`src/design/cstso_defines.svh`:
```
// constants for the store, transfer and stop instruction executor
// How it works
// [RL1] oscillator-stop halts the oscillator; everything stops until external wake-up.
// [RL2] wait gates the internal clock off; oscillator keeps running.
// [RL3] store-X writes index X to the addressed memory location.
// [RL4] store-Y writes index Y to the addressed memory location.
// [RL5] opcode 5B copies accumulator A into the page base register.
// [RL6] accumulator A to stack loads the stack pointer from A.
// [RL7] A copied into X or into Y; Y form is opcode A8.
// [RL8] prefixed 42 form copies accumulator B into the page base register.
// [RL9] prefixed B to stack, two bytes, four cycles, loads stack from B.
// [RL10] prefixed forms copy accumulator B into X or into Y.
// [RL11] page base register copied into accumulator A.
// [RL12] prefixed form copies page base register into accumulator B.
// [RL13] stack pointer copied into A, or B in prefixed form.
// [RL14] stack pointer copied into index X.
// [RL15] index X copied into A, or B in prefixed form.
// [RL16] stack pointer loaded from index X.
// [RL17] opcode 9B copies index X into index Y.
// [RL18] index Y copied into A, or B in prefixed form.
// [RL19] opcode BB copies index Y into index X.
// [RL20] bytes 89 28, six cycles, swap accumulators A and B at once.
`ifndef CSTSO_DEFINES_SVH
`define CSTSO_DEFINES_SVH
`define CSTSO_PREFIX_B    8'h42
`define CSTSO_PREFIX_SWAP 8'h89
`define CSTSO_OP_SWAP     8'h28
`define CSTSO_OP_STOP     8'hDB
`define CSTSO_OP_WAIT     8'hC2
`define CSTSO_OP_STORE_X  8'h86
`define CSTSO_OP_STORE_Y  8'h84
`define CSTSO_OP_A2D      8'h5B
`define CSTSO_OP_A2S      8'h1B
`define CSTSO_OP_A2X      8'hAA
`define CSTSO_OP_A2Y      8'hA8
`define CSTSO_OP_D2A      8'h7B
`define CSTSO_OP_S2A      8'h3B
`define CSTSO_OP_S2X      8'hBA
`define CSTSO_OP_X2A      8'h8A
`define CSTSO_OP_X2S      8'h9A
`define CSTSO_OP_X2Y      8'h9B
`define CSTSO_OP_Y2A      8'h98
`define CSTSO_OP_Y2X      8'hBB
`define CSTSO_CYC_SHORT   4'h2
`define CSTSO_CYC_PREFIX  4'h4
`define CSTSO_CYC_SWAP    4'h6
`define CSTSO_CYC_LOWPWR  4'h3
`define CSTSO_CYC_STORE   4'h4
`define CSTSO_RST_WORD    16'h0000
`endif

```
`src/design/cstso_pkg.sv`:
```
// types for the store, transfer and stop instruction executor
package cstso_pkg;
   typedef enum logic [2:0] {
      CSTSO_IDLE   = 3'b000,
      CSTSO_EXEC   = 3'b001,
      CSTSO_STORE  = 3'b010,
      CSTSO_HALT   = 3'b011,
      CSTSO_GATED  = 3'b100
   } cstso_state_e;

   typedef enum logic [2:0] {
      CSTSO_R_A  = 3'b000,
      CSTSO_R_B  = 3'b001,
      CSTSO_R_X  = 3'b010,
      CSTSO_R_Y  = 3'b011,
      CSTSO_R_S  = 3'b100,
      CSTSO_R_D  = 3'b101,
      CSTSO_R_NO = 3'b111
   } cstso_reg_e;

   // decoded instruction
   typedef struct packed {
      logic       legal;
      cstso_reg_e src;
      cstso_reg_e dst;
      logic       swap;
      logic       store;
      logic       stop;
      logic       wait_op;
      logic [3:0] cycles;
   } cstso_dec_s;

   // programmer visible register set
   typedef struct packed {
      logic [15:0] acc_a;
      logic [15:0] acc_b;
      logic [15:0] idx_x;
      logic [15:0] idx_y;
      logic [15:0] stk;
      logic [15:0] page;
   } cstso_regs_s;

   // memory write request
   typedef struct packed {
      logic        wr;
      logic [23:0] addr;
      logic [15:0] data;
   } cstso_mem_s;
endpackage

```
`src/design/cstso_decode.sv`:
```
// opcode decoder for the store, transfer and stop instructions
`timescale 1ns/100ps
`include "cstso_defines.svh"
module cstso_decode
   import cstso_pkg::*;
(
   input  wire logic [7:0] op_first,
   input  wire logic [7:0] op_second,
   output cstso_dec_s      dec
);
   logic pre_b;
   logic [7:0] op;

   // pick the opcode byte behind a prefix
   always_comb begin
      pre_b = (op_first == `CSTSO_PREFIX_B);
      op    = pre_b ? op_second : op_first;
   end

   // table lookup
   always_comb begin
      dec         = '0;
      dec.src     = CSTSO_R_NO;
      dec.dst     = CSTSO_R_NO;
      dec.legal   = 1'b1;
      dec.cycles  = pre_b ? `CSTSO_CYC_PREFIX : `CSTSO_CYC_SHORT;
      if (op_first == `CSTSO_PREFIX_SWAP) begin
         dec.legal  = (op_second == `CSTSO_OP_SWAP);
         dec.swap   = 1'b1; // RL20
         dec.cycles = `CSTSO_CYC_SWAP;
      end else begin
         case (op)
            `CSTSO_OP_A2D: begin
               dec.src = pre_b ? CSTSO_R_B : CSTSO_R_A; // RL5 RL8
               dec.dst = CSTSO_R_D;
            end
            `CSTSO_OP_A2S: begin
               dec.src = pre_b ? CSTSO_R_B : CSTSO_R_A; // RL6 RL9
               dec.dst = CSTSO_R_S;
            end
            `CSTSO_OP_A2X: begin
               dec.src = pre_b ? CSTSO_R_B : CSTSO_R_A; // RL7 RL10
               dec.dst = CSTSO_R_X;
            end
            `CSTSO_OP_A2Y: begin
               dec.src = pre_b ? CSTSO_R_B : CSTSO_R_A; // RL7 RL10
               dec.dst = CSTSO_R_Y;
            end
            `CSTSO_OP_D2A: begin
               dec.src = CSTSO_R_D;
               dec.dst = pre_b ? CSTSO_R_B : CSTSO_R_A; // RL11 RL12
            end
            `CSTSO_OP_S2A: begin
               dec.src = CSTSO_R_S;
               dec.dst = pre_b ? CSTSO_R_B : CSTSO_R_A; // RL13
            end
            `CSTSO_OP_X2A: begin
               dec.src = CSTSO_R_X;
               dec.dst = pre_b ? CSTSO_R_B : CSTSO_R_A; // RL15
            end
            `CSTSO_OP_Y2A: begin
               dec.src = CSTSO_R_Y;
               dec.dst = pre_b ? CSTSO_R_B : CSTSO_R_A; // RL18
            end
            `CSTSO_OP_S2X: begin
               dec.legal = !pre_b;
               dec.src   = CSTSO_R_S; // RL14
               dec.dst   = CSTSO_R_X;
            end
            `CSTSO_OP_X2S: begin
               dec.legal = !pre_b;
               dec.src   = CSTSO_R_X; // RL16
               dec.dst   = CSTSO_R_S;
            end
            `CSTSO_OP_X2Y: begin
               dec.legal = !pre_b;
               dec.src   = CSTSO_R_X; // RL17
               dec.dst   = CSTSO_R_Y;
            end
            `CSTSO_OP_Y2X: begin
               dec.legal = !pre_b;
               dec.src   = CSTSO_R_Y; // RL19
               dec.dst   = CSTSO_R_X;
            end
            `CSTSO_OP_STORE_X: begin
               dec.legal  = !pre_b;
               dec.src    = CSTSO_R_X; // RL3
               dec.store  = 1'b1;
               dec.cycles = `CSTSO_CYC_STORE;
            end
            `CSTSO_OP_STORE_Y: begin
               dec.legal  = !pre_b;
               dec.src    = CSTSO_R_Y; // RL4
               dec.store  = 1'b1;
               dec.cycles = `CSTSO_CYC_STORE;
            end
            `CSTSO_OP_STOP: begin
               dec.legal  = !pre_b;
               dec.stop   = 1'b1; // RL1
               dec.cycles = `CSTSO_CYC_LOWPWR;
            end
            `CSTSO_OP_WAIT: begin
               dec.legal   = !pre_b;
               dec.wait_op = 1'b1; // RL2
               dec.cycles  = `CSTSO_CYC_LOWPWR;
            end
            default: begin
               dec.legal = 1'b0;
            end
         endcase
      end
   end
endmodule

```
`src/design/cstso_core.sv`:
```
// executor for store, transfer, exchange and low-power instructions
`timescale 1ns/100ps
`include "cstso_defines.svh"
module cstso_core
   import cstso_pkg::*;
(
   input  wire logic        ref_clk,
   input  wire logic        nrst,
   input  wire logic        instr_valid,
   input  wire logic [7:0]  instr_first,
   input  wire logic [7:0]  instr_second,
   input  wire logic [23:0] store_addr,
   input  wire logic        wake,
   input  wire logic        regs_load,
   input  cstso_regs_s      regs_init,
   output logic             instr_ready,
   output logic             instr_illegal,
   output cstso_mem_s       mem_req,
   output cstso_regs_s      regs,
   output logic             osc_run,
   output logic             core_clk_en
);
   typedef struct packed {
      cstso_state_e st;
      cstso_regs_s  r;
      cstso_mem_s   mem;
      cstso_dec_s   dec;
      logic [3:0]   cnt;
      logic         illegal;
      logic         osc;
      logic         clk_en;
   } cstso_core_s;

   cstso_core_s q, d;
   cstso_dec_s  dec_now;
   logic [15:0] src_val;

   cstso_decode u_dec (
      .op_first  (instr_first),
      .op_second (instr_second),
      .dec       (dec_now)
   );

   // read the source register of the held instruction
   always_comb begin
      case (q.dec.src)
         CSTSO_R_A: src_val = q.r.acc_a;
         CSTSO_R_B: src_val = q.r.acc_b;
         CSTSO_R_X: src_val = q.r.idx_x;
         CSTSO_R_Y: src_val = q.r.idx_y;
         CSTSO_R_S: src_val = q.r.stk;
         CSTSO_R_D: src_val = q.r.page;
         default:   src_val = `CSTSO_RST_WORD;
      endcase
   end

   // next state
   always_comb begin
      d         = q;
      d.mem.wr  = 1'b0;
      d.illegal = 1'b0;
      case (q.st)
         CSTSO_IDLE: begin
            if (instr_valid) begin
               if (!dec_now.legal) begin
                  d.illegal = 1'b1;
               end else begin
                  d.dec      = dec_now;
                  d.cnt      = dec_now.cycles - 4'h1;
                  d.mem.addr = store_addr;
                  d.st       = CSTSO_EXEC;
               end
            end else if (regs_load) begin
               // words written by the rest of the core, only between
               // instructions so a transfer never sees them change
               d.r = regs_init;
            end
         end
         CSTSO_EXEC: begin
            if (q.cnt > 4'h1) begin
               d.cnt = q.cnt - 4'h1;
            end else begin
               d.st = CSTSO_IDLE;
               if (q.dec.swap) begin
                  d.r.acc_a = q.r.acc_b; // RL20
                  d.r.acc_b = q.r.acc_a; // RL20
               end else if (q.dec.store) begin
                  d.mem.wr   = 1'b1; // RL3 RL4
                  d.mem.data = src_val;
               end else if (q.dec.stop) begin
                  d.osc    = 1'b0; // RL1
                  d.clk_en = 1'b0;
                  d.st     = CSTSO_HALT;
               end else if (q.dec.wait_op) begin
                  d.clk_en = 1'b0; // RL2
                  d.st     = CSTSO_GATED;
               end else begin
                  case (q.dec.dst)
                     CSTSO_R_A: d.r.acc_a = src_val;
                     CSTSO_R_B: d.r.acc_b = src_val;
                     CSTSO_R_X: d.r.idx_x = src_val;
                     CSTSO_R_Y: d.r.idx_y = src_val;
                     CSTSO_R_S: d.r.stk   = src_val;
                     CSTSO_R_D: d.r.page  = src_val;
                     default:   d.r       = q.r;
                  endcase
               end
            end
         end
         CSTSO_HALT, CSTSO_GATED: begin
            if (wake) begin
               d.osc    = 1'b1;
               d.clk_en = 1'b1;
               d.st     = CSTSO_IDLE;
            end
         end
         default: d.st = CSTSO_IDLE;
      endcase
   end

   // state register
   always_ff @(posedge ref_clk) begin
      if (!nrst) begin
         q        <= '0;
         q.st     <= CSTSO_IDLE;
         q.osc    <= 1'b1;
         q.clk_en <= 1'b1;
      end else begin
         q <= d;
      end
   end

   // outputs
   assign instr_ready   = (q.st == CSTSO_IDLE);
   assign instr_illegal = q.illegal;
   assign mem_req       = q.mem;
   assign regs          = q.r;
   assign osc_run       = q.osc;
   assign core_clk_en   = q.clk_en;

   // checks
   a_swap_both: assert property ( // RL20
      @(posedge ref_clk) disable iff (!nrst)
      (q.st == CSTSO_IDLE && instr_valid && instr_first == 8'h89
       && instr_second == 8'h28) |-> ##6
      (q.r.acc_a == $past(q.r.acc_b, 6) && q.r.acc_b == $past(q.r.acc_a, 6)))
      else $error("swap did not exchange accumulators");
   a_swap_time: assert property ( // RL20
      @(posedge ref_clk) disable iff (!nrst)
      (q.st == CSTSO_IDLE && instr_valid && instr_first == 8'h89
       && instr_second == 8'h28) |-> ##1 !instr_ready [*5] ##1 instr_ready)
      else $error("swap length wrong");
   a_stop_osc: assert property ( // RL1
      @(posedge ref_clk) disable iff (!nrst)
      (q.st == CSTSO_EXEC && q.dec.stop && q.cnt == 4'h1) |=> !osc_run
      && !core_clk_en)
      else $error("oscillator not stopped");
   a_halt_hold: assert property ( // RL1
      @(posedge ref_clk) disable iff (!nrst)
      (q.st == CSTSO_HALT && !wake) |=> !osc_run && !instr_ready)
      else $error("halt released without wake");
   a_wait_gate: assert property ( // RL2
      @(posedge ref_clk) disable iff (!nrst)
      (q.st == CSTSO_GATED) |-> osc_run && !core_clk_en)
      else $error("wait state clocking wrong");
   a_store_x: assert property ( // RL3
      @(posedge ref_clk) disable iff (!nrst)
      (q.st == CSTSO_IDLE && instr_valid && instr_first == 8'h86)
      |-> ##4 (mem_req.wr && mem_req.data == $past(q.r.idx_x, 4)))
      else $error("store x wrong");
   a_store_y: assert property ( // RL4
      @(posedge ref_clk) disable iff (!nrst)
      (q.st == CSTSO_IDLE && instr_valid && instr_first == 8'h84)
      |-> ##4 (mem_req.wr && mem_req.data == $past(q.r.idx_y, 4)))
      else $error("store y wrong");
   a_a_to_page: assert property ( // RL5
      @(posedge ref_clk) disable iff (!nrst)
      (q.st == CSTSO_IDLE && instr_valid && instr_first == 8'h5B)
      |-> ##2 (regs.page == $past(q.r.acc_a, 2)))
      else $error("a to page wrong");
   a_b_to_stack: assert property ( // RL9
      @(posedge ref_clk) disable iff (!nrst)
      (q.st == CSTSO_IDLE && instr_valid && instr_first == 8'h42
       && instr_second == 8'h1B)
      |-> ##1 !instr_ready [*3] ##1 (regs.stk == $past(q.r.acc_b, 4)))
      else $error("b to stack wrong");
   a_x_to_y: assert property ( // RL17
      @(posedge ref_clk) disable iff (!nrst)
      (q.st == CSTSO_IDLE && instr_valid && instr_first == 8'h9B)
      |-> ##2 (regs.idx_y == $past(q.r.idx_x, 2)))
      else $error("x to y wrong");
   a_y_to_x: assert property ( // RL19
      @(posedge ref_clk) disable iff (!nrst)
      (q.st == CSTSO_IDLE && instr_valid && instr_first == 8'hBB)
      |-> ##2 (regs.idx_x == $past(q.r.idx_y, 2)))
      else $error("y to x wrong");
endmodule

```
`config.mk`:
```
export PLATFORM = sky130hd
export DESIGN_NAME = cstso_core
export DESIGN_NICKNAME = d
export VERILOG_FILES = /design/src/design/cstso_pkg.sv /design/src/design/cstso_decode.sv /design/src/design/cstso_core.sv
export VERILOG_INCLUDE_DIRS = /design/src /design/src/design
export SDC_FILE = /design/constraint.sdc
export NUM_CORES = 1
export LEC_CHECK = 0
export BUFFER_PORTS_ARGS = -buffer_cell sky130_fd_sc_hd__buf_2
export CAP_MARGIN = 20
export CELL_PAD_IN_SITES_DETAIL_PLACEMENT = 1
export CELL_PAD_IN_SITES_GLOBAL_PLACEMENT = 1
export CORE_ASPECT_RATIO = 1.1
export CORE_MARGIN = 3
export CORE_UTILIZATION = 33
export CTS_CLUSTER_DIAMETER = 40
export DETAILED_ROUTE_END_ITERATION = 12
export PLACE_DENSITY = 0.83
export SLEW_MARGIN = 10
export SYNTH_ARGS = -nofsm -noshare
export SYNTH_HDL_FRONTEND = slang
export SYNTH_SLANG_ARGS = --single-unit
```
`constraint.sdc`:
```
create_clock -name ref_clk -period 3.5 [get_ports ref_clk]
set_input_delay 0.875 -clock ref_clk [delete_from_list [all_inputs] [get_ports ref_clk]]
set_output_delay 0.875 -clock ref_clk [all_outputs]
set_load 0.01 [all_outputs]
```
==> impl_metrics.yaml <==
drt:
  dr.pass1.iters: 5
  remaining_drc_errors: 0
  route.met2.wl_um: 16100
  vias_per_cell: 5.44
  wl_met3_um: 2120
  met1Wirelength_um: 14800
  wire_per_inst_um: 20.1
  drt_iter0_markers: 681
  maxUsedRoutingLayer: "met5"
  vias: 9296
  ant_nets: 0
  wirelength_um: 34300
floorplanning:
  ios: 282
  die-height_um: 180
  core_um2: 27000
  dieArea_um2: 29600
  dieWidth_um: 164
  num_rows: 63
  start_util_pct: 33.6
setup_path:
  start_kind: "input pin"
  rr_worst_depth: 9
  cp_data_required_time_ns: 3.78
  slowest_stage: "or4_4"
  cp_cell_sequence: "buf_2, or4_4, buf_4, or4_4, a211oi_4, nand3_1, nand3_2, o41ai_4, buf_4, nor3_1, a211oi_1"
  reg2reg_to: "regs[93]$_SDFFE_PN0P_"
  max_stage_delay_ns: 0.56
  r2r_slack_ns: 0.74
  crit_type: "in -> reg"
  path_max_fanout: 6
  r2r-start: "q[19]$_SDFFE_PN0P_"
  critPathCaptureType: "flip-flop"
  cp_data_arrival_time_ns: 3.63
global_routing:
  antenna_found_initial: 3
  grt_pass1_vias: 9203
  grt_max_degree: 82
  grt-ovfl-total: 0
  grt_pass1_wl_um: 52100
  gr-usage-all-layers_pct: 22.2
placement:
  hpwl_um: 25900
  portBuffers: 281
  placed_area_um2: 10100
  gp_congestion: 0.910
synth:
  synth_edf_count: 0
  synth_cell_types: 65
  synthesis.nets: 1340
  synth_area_um2: 9090
  synthCells: 1196
  synth-main-ff-cell: "dfxtp_1"
  synth-seq-cells: 157
  async_flop_share_pct: 0
  yosysWarnings: 0
  synth_area_per_cell_um2: 7.60
  yosysSeqAreaShare_pct: 34.6
clocking:
  clockBufferDepth: 2
  hold_buffers: 0
  cts_num_sinks: 157
  numCtsBuffers: 17
  cts_tree: "done"
  clk_latency_ns: 0.43
  root_buffer: "clkbuf_16"
  h-tree-depth: 4
  clkTransAtPathRegs_ns: 0.08
outcome:
  status: "finished, final reports clean"
job:
  maxCapViolations: 0
cells_and_area:
  final_area_um2: 10700
  area_growth_pct: 18.0
  seq_area_um2: 3150
  final_common_cell: "buf_2"
  drive_gt1_share_pct: 31.7
  nNetsFinal: 1482
  multi_input_area_um2: 4520
  num-fill-cells: 3357
  layout_common_cells: "buf_2 (281), nand2_1 (179), dfxtp_1 (155)"
worst_hold_path:
  hold_path_class: "reg -> reg"
  whs_endpoint: "mem_req[25]$_SDFFE_PN0P_"
  min_path_cells: 2
  min-delay-start: "mem_req[25]$_SDFFE_PN0P_"
pwr:
  finalPower_mw: 4.65
  powerDensity_nw_per_um2: 433
  vdd_drop_max_v: 0.000242
  p_leak_nw: 4.77
timing:
  min_period_ns: 3.35
  finClkSkew_ns: 0.0169
  tightest_slew_ns: 0.822
  final-hold-violation-count: 0
  min_period_over_period_pct: 95.7
  slew_headroom_pct: 45.1
  slew_viol_final: 0
  setup_viol_count_final: 0
  fmax_ghz: 0.298
[what timing repair did]
item                                    CTS  global route
endpoints found under the setup margin    0             3
gates resized for setup                   0             2
setup buffers                             0             1
[routing by layer]
metal  vias up  track usage, %
met5         -               0
met4         2            8.97
met3        68            3.54
met2       332            36.8
met1      4508            28.7
li1       4386               -
[layout make-up]
class / count / share of cell area (%)
multi-input combinational: 788 / 42.1
sequential: 157 / 29.3
timing repair buffer: 347 / 18.1
tap: 357 / 4.16
clock buffer: 19 / 4.13
clock inverter: 13 / 1.18
inverter: 27 / 0.945
antenna: 2 / 0.0467
[worst max path at each step]
stage	startpoint	end	slack (ns)	cells after the start
after detailed placement	instr_first[2]	q[4]$_SDFFE_PN0P_	-0.30	10
final	instr_first[2]	q[15]$_SDFFE_PN0P_	0.15	11
after global placement	instr_first[2]	q[5]$_SDFFE_PN0P_	-0.29	10
after floorplan	instr_first[5]	q[18]$_SDFFE_PN0P_	0.01	9
after CTS	instr_first[2]	q[4]$_SDFFE_PN0P_	0.11	10
after global routing	instr_first[2]	q[15]$_SDFFE_PN0P_	-0.002	11
[sequential cells by signal, indices dropped and copies added (netlist names)]
register	flops
core_clk_en	1
q	17
mem_req	41
osc_run	1
instr_illegal	1
regs	96
[per-stage QoR]
stage | cells | worst slack [ns] | hold slack, ns | setup TNS (ns) | utilization, %
floorplan | 1196 | 0.00995 | 0.437 | 0 | -
CTS | 1707 | 0.109 | 0.459 | 0 | 39.6
global route | 1709 | -0.00191 | 0.478 | -0.00191 | 39.7
finish | 1710 | 0.150 | 0.453 | 0 | 39.7
detailed placement | 1675 | -0.304 | 0.447 | -7.26 | 37.5
global placement | 1675 | -0.294 | 0.440 | -7.06 | 37.5
[worst max-delay path: cells and delay by family]
| family | cells | cell delay [ns] |
|---|---|---|
| AO/OA/AOI/OAI | 3 | 0.57 |
| buffers and inverters | 3 | 0.43 |
| AND/OR/NAND/NOR | 5 | 1.76 |
[synthesized netlist by cell type (all sizes together) (5+ instances only)]
master  instances  area share (%)
a211oi         26             2.3
clkbuf         77             3.2
nor2b           6            0.41
o31a            5            0.48
a31oi          71             5.0
a221oi          6            0.58
nand3          20             1.2
o21ai         103             5.7
nand2b         15             1.0
dfxtp         157              35
nand2         181             7.5
o211ai          6            0.50
and2            5            0.34
and3            7            0.48
nor3           21             1.2
nor2           80             3.3
buf           147              12
o22ai           5            0.34
a21oi         115             6.3
or2             5            0.34
a22oi          11            0.91
mux2           18             2.2
o211a           7            0.77
mux2i          12             1.3
inv            26             1.1
[kinds of logic (layout without fill, tap and decap cells)]
family / count (synthesis) / after routing / synth area share (%)
AO/OA/AOI/OAI: 386 / 386 / 26.0
adder cells (fa/ha/maj): 3 / 3 / 0.413
buffers and inverters: 251 / 406 / 16.4
flip-flops: 157 / 157 / 34.6
multiplexers: 34 / 34 / 4.54
other: 0 / 2 / 0
AND/OR/NAND/NOR: 365 / 365 / 18.1
[power by group]
part,switching (mW),total (mW),internal (mW)
logic,0.485,0.816,0.331
registers,0.119,2.02,1.90
clock network,0.852,1.81,0.959
total,1.46,4.65,3.19
(Power assumes the default switching activity.)
